--- src/dcf_pkg.sv ---
// Purpose: shared constants and types for the dac clear/fault/load control block
// Assumes: 32-bit axi4-lite register access, one clock
// Notes:   offsets are byte addresses of aligned words
package dcf_pkg;

	// register byte offsets
	localparam logic [7:0] CTRL_OFF    = 8'h00;
	localparam logic [7:0] INPUT_OFF   = 8'h04;
	localparam logic [7:0] DACREG_OFF  = 8'h08;
	localparam logic [7:0] LOADCMD_OFF = 8'h0c;
	localparam logic [7:0] CLRVAL_OFF  = 8'h10;
	localparam logic [7:0] TRIM_OFF    = 8'h14;
	localparam logic [7:0] STATUS_OFF  = 8'h18;

	// control register field positions
	localparam int CLR_DIS_BIT    = 9;
	localparam int CLR_SRC_BIT    = 8;
	localparam int STAY_BIT       = 7;
	localparam int FAULT_EN_BIT   = 6;
	localparam int CLRFLAG_EN_BIT = 5;
	localparam int VSHORT_BIT     = 4;
	localparam int IOPEN_BIT      = 3;
	localparam int CLRST_BIT      = 2;
	// software output-configuration bits, above the documented ones
	localparam int RANGE_SW_EN_BIT = 10;
	localparam int RANGE_SW_BIT    = 11;
	localparam int VOUT_ON_BIT     = 12;
	localparam int IOUT_ON_BIT     = 13;

	localparam logic [15:0] CTRL_RESET = 16'h0000;
	localparam logic [15:0] CODE_RESET = 16'h0000;
	localparam logic [15:0] CTRL_WMASK = 16'h3fe0;

	// trim: numeric value zero is -25 percent, 1023 is +25 percent
	localparam int TRIM_MAX     = 1023;
	localparam int TRIM_PCT_MIN = -25;
	localparam int TRIM_PCT_MAX = 25;

	// axi responses
	localparam logic [1:0] RESP_OKAY   = 2'b00;
	localparam logic [1:0] RESP_SLVERR = 2'b10;

	// one-hot clear-state machine
	typedef enum logic [1:0] {
		ST_RUN   = 2'b01,
		ST_CLEAR = 2'b10
	} dcf_state_e;

	// what the analog side is told to do
	typedef struct packed {
		logic        vout_en;
		logic        iout_en;
		logic        range_4_20;
		logic        zero_state;
		logic [15:0] code;
	} dcf_out_s;

endpackage
--- src/dcf_ctrl.sv ---
// Purpose: dac load strobe, clear state, fault output and output-config control
// Assumes: pins sampled into aclk by three flops, axi4-lite register slave
// Notes:   "asynchronous" strobes are honoured within the synchroniser latency
// How it works
// - trim code 0 gives -25 percent, 1023 gives +25 percent, linearly.
// - low load strobe copies input register into dac register.
// - while load strobe stays low, input writes pass straight to dac register.
// - clear source one: clear input forces code from clear register.
// - clear source zero: clear input forces the zero output state.
// - clear pin disable one ignores the clear input.
// - clear input low with pin enabled enters clear state, flag reads one.
// - stay-in-clear: exit after clear high plus dac write, load, or strobe.
// - stay-in-clear: exit when clear high and software clears stay bit.
// - reset zeroes stay bit and releases clear state.
// - stay bit zero: exit on clear high, pin disable, or reset.
// - fault pin low when fault enable and any output fault flag.
// - fault pin low when clear-flag enable and clear state; else high.
// - voltage short flag follows short detection.
// - current open flag follows open or dropout detection.
// - config pins override software output bits unless both are high; range pin does unless both are high and range enable is set.
// - supply loss resets outputs to zero and all register bits to zero.
// - current zero state is 0 or 4 mA per range pin.
// - control bits d9..d2 as listed, all reset to zero.
// - config pins: 00 off, a current, b voltage, both software.
// - commands write input, write dac, or load input into dac.
`timescale 1ns/1ps
module dcf_ctrl #(
	parameter int CODE_W = 16
) (
	input  wire logic                  aclk,
	input  wire logic                  aresetn,
	input  wire logic                  clk_en,
	// axi4-lite slave
	input  wire logic [7:0]            s_axi_awaddr,
	input  wire logic                  s_axi_awvalid,
	output logic                       s_axi_awready,
	input  wire logic [31:0]           s_axi_wdata,
	input  wire logic [3:0]            s_axi_wstrb,
	input  wire logic                  s_axi_wvalid,
	output logic                       s_axi_wready,
	output logic [1:0]                 s_axi_bresp,
	output logic                       s_axi_bvalid,
	input  wire logic                  s_axi_bready,
	input  wire logic [7:0]            s_axi_araddr,
	input  wire logic                  s_axi_arvalid,
	output logic                       s_axi_arready,
	output logic [31:0]                s_axi_rdata,
	output logic [1:0]                 s_axi_rresp,
	output logic                       s_axi_rvalid,
	input  wire logic                  s_axi_rready,
	// device pins
	input  wire logic                  load_strobe_n,
	input  wire logic                  clear_in_n,
	input  wire logic                  output_config_pin_a,
	input  wire logic                  output_config_pin_b,
	input  wire logic                  current_range_pin,
	input  wire logic                  vout_short_det,
	input  wire logic                  iout_open_det,
	output logic                       fault_n_o,
	output logic                       fault_n_oe,
	// analog side
	output dcf_pkg::dcf_out_s          dac_out,
	output logic [10:0]                trim_gain
);

	// three-flop synchronisers for every pin; stage 1 feeds stage 2 only
	// presets match the idle pins (strobe and clear high, detectors low) so reset makes no false event
	logic [6:0] pin_raw, sync1_reg, sync2_reg, sync3_reg, pin_reg;
	assign pin_raw = {output_config_pin_b, output_config_pin_a, iout_open_det, vout_short_det,
		load_strobe_n, clear_in_n, current_range_pin};

	always_ff @(posedge aclk) begin
		if (!aresetn) begin
			sync1_reg <= 7'h06;
			sync2_reg <= 7'h06;
			sync3_reg <= 7'h06;
			pin_reg   <= 7'h06;
		end else if (clk_en) begin
			sync1_reg <= pin_raw;
			sync2_reg <= sync1_reg;
			sync3_reg <= sync2_reg;
			// a change counts once stages two and three agree
			for (int i = 0; i < 7; i++) begin
				if (sync2_reg[i] == sync3_reg[i]) begin
					pin_reg[i] <= sync3_reg[i];
				end
			end
		end
	end

	logic range_pin_s, clear_n_s, load_n_s, vshort_s, iopen_s;
	assign range_pin_s = pin_reg[0];
	assign clear_n_s   = pin_reg[1];
	assign load_n_s    = pin_reg[2];
	assign vshort_s    = pin_reg[3];
	assign iopen_s     = pin_reg[4];
	// config straps share the same filter, pin b above pin a
	logic [1:0] cnf_reg;
	assign cnf_reg     = pin_reg[6:5];

	// registers
	logic [15:0]       ctrl_reg;
	logic [CODE_W-1:0] input_reg;
	logic [CODE_W-1:0] dac_reg;
	logic [CODE_W-1:0] clrval_reg;
	logic [15:0]       trim_reg;
	dcf_pkg::dcf_state_e state_reg;

	// axi write channel: address and data taken in either order
	logic        aw_held_reg, w_held_reg;
	logic [7:0]  awaddr_reg;
	logic [31:0] wdata_reg;
	logic [3:0]  wstrb_reg;
	logic        wr_fire;
	logic        wr_hit;
	assign s_axi_awready = !aw_held_reg && !s_axi_bvalid;
	assign s_axi_wready  = !w_held_reg && !s_axi_bvalid;
	assign wr_fire       = aw_held_reg && w_held_reg && !s_axi_bvalid;

	always_ff @(posedge aclk) begin
		if (!aresetn) begin
			aw_held_reg  <= 1'b0;
			w_held_reg   <= 1'b0;
			awaddr_reg   <= 8'h00;
			wdata_reg    <= 32'h0000_0000;
			wstrb_reg    <= 4'h0;
			s_axi_bvalid <= 1'b0;
			s_axi_bresp  <= dcf_pkg::RESP_OKAY;
		end else if (clk_en) begin
			if (s_axi_awvalid && s_axi_awready) begin
				aw_held_reg <= 1'b1;
				awaddr_reg  <= s_axi_awaddr;
			end
			if (s_axi_wvalid && s_axi_wready) begin
				w_held_reg <= 1'b1;
				wdata_reg  <= s_axi_wdata;
				wstrb_reg  <= s_axi_wstrb;
			end
			if (wr_fire) begin
				aw_held_reg  <= 1'b0;
				w_held_reg   <= 1'b0;
				s_axi_bvalid <= 1'b1;
				s_axi_bresp  <= wr_hit ? dcf_pkg::RESP_OKAY : dcf_pkg::RESP_SLVERR;
			end else if (s_axi_bvalid && s_axi_bready) begin
				s_axi_bvalid <= 1'b0;
			end
		end
	end

	// write decode
	logic wr_ctrl, wr_input, wr_dac, wr_load, wr_clrval, wr_trim;
	logic [15:0] wmask;
	assign wmask = {{8{wstrb_reg[1]}}, {8{wstrb_reg[0]}}};
	always_comb begin
		wr_ctrl = 1'b0;
		wr_input = 1'b0;
		wr_dac = 1'b0;
		wr_load = 1'b0;
		wr_clrval = 1'b0;
		wr_trim = 1'b0;
		wr_hit = 1'b1;
		if (awaddr_reg == dcf_pkg::CTRL_OFF) begin
			wr_ctrl = wr_fire;
		end else if (awaddr_reg == dcf_pkg::INPUT_OFF) begin
			wr_input = wr_fire;
		end else if (awaddr_reg == dcf_pkg::DACREG_OFF) begin
			wr_dac = wr_fire;
		end else if (awaddr_reg == dcf_pkg::LOADCMD_OFF) begin
			wr_load = wr_fire;
		end else if (awaddr_reg == dcf_pkg::CLRVAL_OFF) begin
			wr_clrval = wr_fire;
		end else if (awaddr_reg == dcf_pkg::TRIM_OFF) begin
			wr_trim = wr_fire;
		end else begin
			wr_hit = 1'b0;
		end
	end

	// register reset: supply loss is modelled by aresetn, all bits zero
	// control bits: only writable fields stored, flags live elsewhere
	always_ff @(posedge aclk) begin
		if (!aresetn) begin
			ctrl_reg <= dcf_pkg::CTRL_RESET;
		end else if (clk_en && wr_ctrl) begin
			ctrl_reg <= (ctrl_reg & ~(wmask & dcf_pkg::CTRL_WMASK))
				| (wdata_reg[15:0] & wmask & dcf_pkg::CTRL_WMASK);
		end
	end

	// input, clear value and trim writes
	always_ff @(posedge aclk) begin
		if (!aresetn) begin
			input_reg  <= CODE_W'(dcf_pkg::CODE_RESET);
			clrval_reg <= CODE_W'(dcf_pkg::CODE_RESET);
			trim_reg   <= 16'h0000;
		end else if (clk_en) begin
			if (wr_input) begin
				input_reg <= wdata_reg[CODE_W-1:0];
			end
			if (wr_clrval) begin
				clrval_reg <= wdata_reg[CODE_W-1:0];
			end
			if (wr_trim) begin
				trim_reg <= wdata_reg[15:0];
			end
		end
	end

	// dac register: direct write, load command, or low strobe level, with input writes passed straight through while low
	always_ff @(posedge aclk) begin
		if (!aresetn) begin
			dac_reg <= CODE_W'(dcf_pkg::CODE_RESET);
		end else if (clk_en) begin
			if (wr_dac) begin
				dac_reg <= wdata_reg[CODE_W-1:0];
			end else if (!load_n_s && wr_input) begin
				dac_reg <= wdata_reg[CODE_W-1:0];
			end else if (!load_n_s || wr_load) begin
				dac_reg <= input_reg;
			end
		end
	end

	// clear state machine
	logic clear_req;
	logic stay_bit;
	logic stay_clearing;
	logic exit_event;
	// pin disable gates the clear input
	assign clear_req     = !ctrl_reg[dcf_pkg::CLR_DIS_BIT] && !clear_n_s;
	assign stay_bit      = ctrl_reg[dcf_pkg::STAY_BIT];
	assign stay_clearing = wr_ctrl && wstrb_reg[0] && !wdata_reg[dcf_pkg::STAY_BIT];
	// exit events once clear input is back high; the low strobe level covers its edge
	assign exit_event    = wr_dac || wr_load || !load_n_s;

	always_ff @(posedge aclk) begin
		if (!aresetn) begin
			state_reg <= dcf_pkg::ST_RUN;
		end else if (clk_en) begin
			case (state_reg)
				dcf_pkg::ST_RUN: begin
					if (clear_req) begin
						state_reg <= dcf_pkg::ST_CLEAR;
					end
				end
				dcf_pkg::ST_CLEAR: begin
					if (clear_req) begin
						state_reg <= dcf_pkg::ST_CLEAR;
					end else if (!stay_bit) begin
						state_reg <= dcf_pkg::ST_RUN;
					end else if (clear_n_s && (stay_clearing || exit_event)) begin
						state_reg <= dcf_pkg::ST_RUN;
					end
				end
				default: begin
					state_reg <= dcf_pkg::ST_RUN;
				end
			endcase
		end
	end

	logic in_clear;
	assign in_clear = (state_reg == dcf_pkg::ST_CLEAR);

	// fault flags: live copies of the detector inputs
	logic vshort_flag, iopen_flag;
	assign vshort_flag = vshort_s;
	assign iopen_flag = iopen_s;

	// fault pin, open drain: drive low only
	logic fault_assert_reg;
	always_ff @(posedge aclk) begin
		if (!aresetn) begin
			fault_assert_reg <= 1'b0;
		end else if (clk_en) begin
			fault_assert_reg <= (ctrl_reg[dcf_pkg::FAULT_EN_BIT] && (vshort_flag || iopen_flag))
				|| (ctrl_reg[dcf_pkg::CLRFLAG_EN_BIT] && in_clear);
		end
	end
	assign fault_n_o  = 1'b0;
	assign fault_n_oe = fault_assert_reg;

	// output selection and drive
	logic vout_sel, iout_sel, range_sel;
	always_comb begin
		case (cnf_reg)
			2'b01: begin
				vout_sel = 1'b0;
				iout_sel = 1'b1;
			end
			2'b10: begin
				vout_sel = 1'b1;
				iout_sel = 1'b0;
			end
			2'b11: begin
				vout_sel = ctrl_reg[dcf_pkg::VOUT_ON_BIT] && !ctrl_reg[dcf_pkg::IOUT_ON_BIT];
				iout_sel = ctrl_reg[dcf_pkg::IOUT_ON_BIT] && !ctrl_reg[dcf_pkg::VOUT_ON_BIT];
			end
			default: begin
				vout_sel = 1'b0;
				iout_sel = 1'b0;
			end
		endcase
		// range pin sets the 0/4 ma zero level; with both config pins high and range enable set, the software range bit does
		if (cnf_reg == 2'b11 && ctrl_reg[dcf_pkg::RANGE_SW_EN_BIT]) begin
			range_sel = ctrl_reg[dcf_pkg::RANGE_SW_BIT];
		end else begin
			range_sel = range_pin_s;
		end
	end

	always_ff @(posedge aclk) begin
		if (!aresetn) begin
			dac_out <= '0;
		end else if (clk_en) begin
			dac_out.vout_en    <= vout_sel;
			dac_out.iout_en    <= iout_sel;
			dac_out.range_4_20 <= range_sel;
			// zero state when source is zero
			dac_out.zero_state <= in_clear && !ctrl_reg[dcf_pkg::CLR_SRC_BIT];
			if (in_clear && ctrl_reg[dcf_pkg::CLR_SRC_BIT]) begin
				dac_out.code <= 16'(clrval_reg);
			end else if (in_clear) begin
				dac_out.code <= 16'h0000;
			end else begin
				dac_out.code <= 16'(dac_reg);
			end
		end
	end

	// trim gain: bits 8..0 are stored inverted, so the numeric value is {b9, ~b8..b0}
	// gain = 2*n - 1023, zero falls between n = 511 and 512; off while bit 15 is clear
	always_ff @(posedge aclk) begin
		if (!aresetn) begin
			trim_gain <= 11'h000;
		end else if (clk_en) begin
			trim_gain <= trim_reg[15] ? 11'({trim_reg[9], ~trim_reg[8:0], 1'b0} - 11'(dcf_pkg::TRIM_MAX)) : 11'h000;
		end
	end

	// read channel
	logic [15:0] ctrl_view;
	always_comb begin
		ctrl_view = ctrl_reg;
		ctrl_view[dcf_pkg::VSHORT_BIT] = vshort_flag;
		ctrl_view[dcf_pkg::IOPEN_BIT]  = iopen_flag;
		ctrl_view[dcf_pkg::CLRST_BIT]  = in_clear;
	end

	assign s_axi_arready = !s_axi_rvalid;
	always_ff @(posedge aclk) begin
		if (!aresetn) begin
			s_axi_rvalid <= 1'b0;
			s_axi_rdata  <= 32'h0000_0000;
			s_axi_rresp  <= dcf_pkg::RESP_OKAY;
		end else if (clk_en) begin
			if (s_axi_arvalid && s_axi_arready) begin
				s_axi_rvalid <= 1'b1;
				s_axi_rresp  <= dcf_pkg::RESP_OKAY;
				if (s_axi_araddr == dcf_pkg::CTRL_OFF) begin
					s_axi_rdata <= {16'h0000, ctrl_view};
				end else if (s_axi_araddr == dcf_pkg::INPUT_OFF) begin
					s_axi_rdata <= 32'(input_reg);
				end else if (s_axi_araddr == dcf_pkg::DACREG_OFF) begin
					s_axi_rdata <= 32'(dac_reg);
				end else if (s_axi_araddr == dcf_pkg::CLRVAL_OFF) begin
					s_axi_rdata <= 32'(clrval_reg);
				end else if (s_axi_araddr == dcf_pkg::STATUS_OFF) begin
					s_axi_rdata <= {26'h0, fault_assert_reg, vout_sel, iout_sel, range_sel, in_clear, !load_n_s};
				end else begin
					s_axi_rdata <= 32'h0000_0000;
					s_axi_rresp <= dcf_pkg::RESP_SLVERR;
				end
			end else if (s_axi_rvalid && s_axi_rready) begin
				s_axi_rvalid <= 1'b0;
			end
		end
	end

endmodule

--- config.mk ---
export PLATFORM = sky130hd
export DESIGN_NAME = dcf_ctrl
export DESIGN_NICKNAME = d
export VERILOG_FILES = /design/src/dcf_pkg.sv /design/src/dcf_ctrl.sv
export SDC_FILE = /design/constraint.sdc
export NUM_CORES = 1
export LEC_CHECK = 0
export BUFFER_PORTS_ARGS = -buffer_cell sky130_fd_sc_hd__buf_2
export CORE_MARGIN = 2
export CORE_UTILIZATION = 55
export CTS_CLUSTER_SIZE = 8
export DETAILED_ROUTE_END_ITERATION = 7
export GPL_ROUTABILITY_DRIVEN = 0
export HOLD_SLACK_MARGIN = 0.15
export PLACE_DENSITY_LB_ADDON = 0.08
export REMOVE_ABC_BUFFERS = 1
export SYNTH_ARGS = -nofsm -noshare
export SYNTH_HDL_FRONTEND = slang
export SYNTH_SLANG_ARGS = --single-unit
--- constraint.sdc ---
create_clock -name aclk -period 2 [get_ports aclk]
set_input_delay 0.4 -clock aclk [delete_from_list [all_inputs] [get_ports aclk]]
set_output_delay 0.4 -clock aclk [all_outputs]
set_load 0.03 [all_outputs]
==> qor.csv <==
stage,metric,value,unit
die,Core ar.,0.0133,mm2
worst_setup_path,Worst EP required,2.36,ns
timing,fin crit share,90.4,%
power,clock share of power,43.1,%
timing,setup ws final,0.192,ns
worst_setup_path,reg2reg start,awaddr_reg[4],
yosys,top post-synthesis cells by count,"dfxtp_1, nand2_1, a21oi_1",
worst_setup_path,Worst setup SP type,flip-flop,
timing,Clock Skew,0.00588,ns
die,IO Count,141,
yosys,Cells after Synth,909,
layout,layout cell share with drive strength beyond 1,18.5,%
power,peak supply drop,0.526,mV
timing,clock period minus worst slack,1.81,ns
layout,sequential cell area,0.00356,mm2
yosys,top cell type's share of synthesized area,47.4,%
clocking,Hold Buf Count CTS,0,
yosys,sequential share of the synthesized area,47.4,%
worst_setup_path,crit path DAT,2.17,ns
yosys,Yosys reg bits,178,
global_route,wire length of the first global-routing pass,30900,um
layout,Ant. Diodes,0,
layout,Top reg by flops,dac_out,
worst_setup_path,Register-to-Register Path Depth,5,
yosys,Synth async-reset ratio,0,%
clocking,clk_lat worst skew,0.43,ns
routing,DR vias/cell,5.64,
yosys,largest family of logic cells by synthesized area,simple AND/OR/NAND/NOR gates,
yosys,Post-Synth XOR/XNOR Area,0,%
clocking,Clock Pin Slew Worst Setup and Hold Paths,0.06,ns
power,Comb pwr share,8.3,%
worst_setup_path,r2r setup slk,0.19,ns
yosys,warning count from the yosys run,0,
clocking,H-tree lvl count,4,
worst_hold_path,HP Class,in -> reg,
timing,"Hold Violations, Final",0,
yosys,Post-synth EDFFs,0,
layout,Area Overhead vs Synth,19.4,%
global_route,initial antenna violation count,0,
timing,Finish-stage setup viols,0,
layout,area of the multi-input gates,0.00359,mm2
outcome,status,completed,
yosys,dominant cells by area after synthesis,"dfxtp_1, a21oi_1, mux2i_1",
job,Max Cap Viol,0,
yosys,top-count cell post-synth,dfxtp_1,
routing,Vias,6753,
placement,port buffer count,103,
worst_setup_path,worst setup path endpoint,state_reg[1],
worst_setup_path,Reg2Reg Capture Point,state_reg[1],
yosys,Synth Cell Area,0.00752,mm2
clocking,Setup Buffers After CTS,0,
die,Die ar.,0.0146,mm2
global_route,All-Layer GR Usage,27.1,%
routing,DR pass1 iterations,5,
die,Row Count,42,
clocking,clk root buf,clkbuf_16,
yosys,Synth Area in Adders,0.333,%
timing,fmax,553,MHz
clocking,Post-CTS Resized,0,
power,static leakage,3.53,nW
placement,Setup Slack @ Placement,0.0434,ns
yosys,largest area contributor in the netlist,dfxtp_1,
power,Pint,5.78,mW
power,Switch Pwr,1.77,mW
yosys,"Avg Cell Area, Syn",8.27,um2
die,Starting Density,56.5,%
worst_setup_path,Critical Path Fanout Max,3,
yosys,Synth Area in Compound Gates,18.7,%
yosys,"Top FF cell, synth",dfxtp_1,
layout,Fillers,1164,
timing,Final Max Slew Viols,0,
clocking,Num CTS Buffers,17,
placement,HPWL after DPL,13000,um
routing,Antenna Violating Nets Remaining,0,
worst_setup_path,Crit. End Element,flip-flop,
layout,Nets,1080,
global_route,total grt overflow,0,
die,Die Y,121,um
worst_setup_path,crit path kind,reg -> reg,
routing,Wirelength per Cell,16.3,um
power,Sw Share,23.4,%
power,Flop pwr share,48.7,%
clocking,Clock Path Buffers,2,
routing,DRC,0,
layout,max FFs per register,20,
power,Final Power,7.55,mW
yosys,Synth Area in Simple Gates,21.0,%
global_route,vias in the first global route,6070,
global_route,largest net degree at the start of global routing,65,
die,die width,121,um
clocking,CTS tree,yes,
yosys,Unique masters post-synth,55,
yosys,post-synthesis mux area share,6.41,%
routing,Post-Route WL,19500,um
clocking,CTS Sinks,178,
routing,DRT iter0 DRCs,460,
worst_setup_path,CP startpoint,awaddr_reg[4],
timing,total negative slack,0,ns
timing,RSZ-0062 raised after global routing,false,
power,PD cells,841,mW/mm2
layout by cell type (no fill, tap or decap), types with 3 or more instances in the layout:
cell type and instances:
a21o_1 3, a21oi_1 99, a221oi_1 6, a22oi_1 7, a2bb2oi_1 3, a311oi_1 16
a32oi_1 3, and2_1 5, buf_12 8, buf_2 102, buf_4 42, clkbuf_1 3
clkbuf_16 17, clkbuf_8 4, conb_1 19, dfxtp_1 178, inv_1 11, mux2i_1 47
nand2_1 120, nand2b_1 20, nand3_1 74, nand3b_1 4, nor2_1 76, nor2b_1 5
nor3_1 4, nor3b_1 3, o21ai_0 91, or3_1 6
how the worst min path moves through the flow:
stage                               to  depth (start not counted)    startpoint  slack, ns
after floorplan             pin_reg[6]                          2  sync3_reg[6]       0.44
after global placement      pin_reg[6]                          2  sync3_reg[6]       0.45
after detailed placement  wstrb_reg[1]                          2  wstrb_reg[1]       0.45
after CTS                 sync1_reg[1]                          3    clear_in_n       0.18
after global routing      sync1_reg[1]                          3    clear_in_n       0.19
final                     sync1_reg[1]                          3    clear_in_n       0.19
logic make-up (layout without fill, tap and decap cells):
| logic type | after synthesis | after routing |
|---|---|---|
| other | 1 | 19 |
| flip-flops | 178 | 178 |
| buffers and inverters | 100 | 194 |
| multiplexers | 48 | 48 |
| adder cells (fa/ha/maj) | 2 | 2 |
| AND/OR/NAND/NOR | 335 | 335 |
| AO/OA/AOI/OAI | 245 | 245 |
through the flow:
step | hold WS [ns] | instance area, um2 | std cells | utilization [%]
after floorplan | 0.436 | 7170 | 840 | -
after global placement | 0.448 | 8400 | 1168 | 63.2
after detailed placement | 0.449 | 8400 | 1168 | 63.2
after CTS | 0.179 | 8970 | 1197 | 67.5
after global routing | 0.190 | 8970 | 1197 | 67.5
final | 0.190 | 8970 | 1197 | 67.5
power groups by stage:
stage | combinational (mW) | clock, mW | sequential (mW)
3_3_place_gp | 0.612 | 0 | 3.75
2_1_floorplan | 0.275 | 0 | 3.78
3_5_place_dp | 0.619 | 0 | 3.75
5_1_grt | 0.679 | 3.45 | 3.68
6_report | 0.624 | 3.25 | 3.67
4_1_cts | 0.621 | 3.28 | 3.67
area by class of cell:
cell class	instances	share of cell area, %
multi-input cells	649	40.0
clock buffers	24	5.48
clock inverters	5	0.864
inverters	13	0.544
flip-flops and latches	178	39.7
repair buffers	152	11.0
well taps	176	2.45
metal layers:
layer	GRT usage [%]	wire [um]
met1	36.3	8790
met2	43.8	9260
met3	5.55	1180
met4	9.01	289
met5	0	0
worst max-delay path, stage by stage (launching register included):
cell	delay, ns
dfxtp_1	0.33
nor4_4	0.31
nand4_1	0.17
o2111a_1	0.31
or4_1	0.47
a21oi_1	0.15
Power figures use the tool's default switching activity.
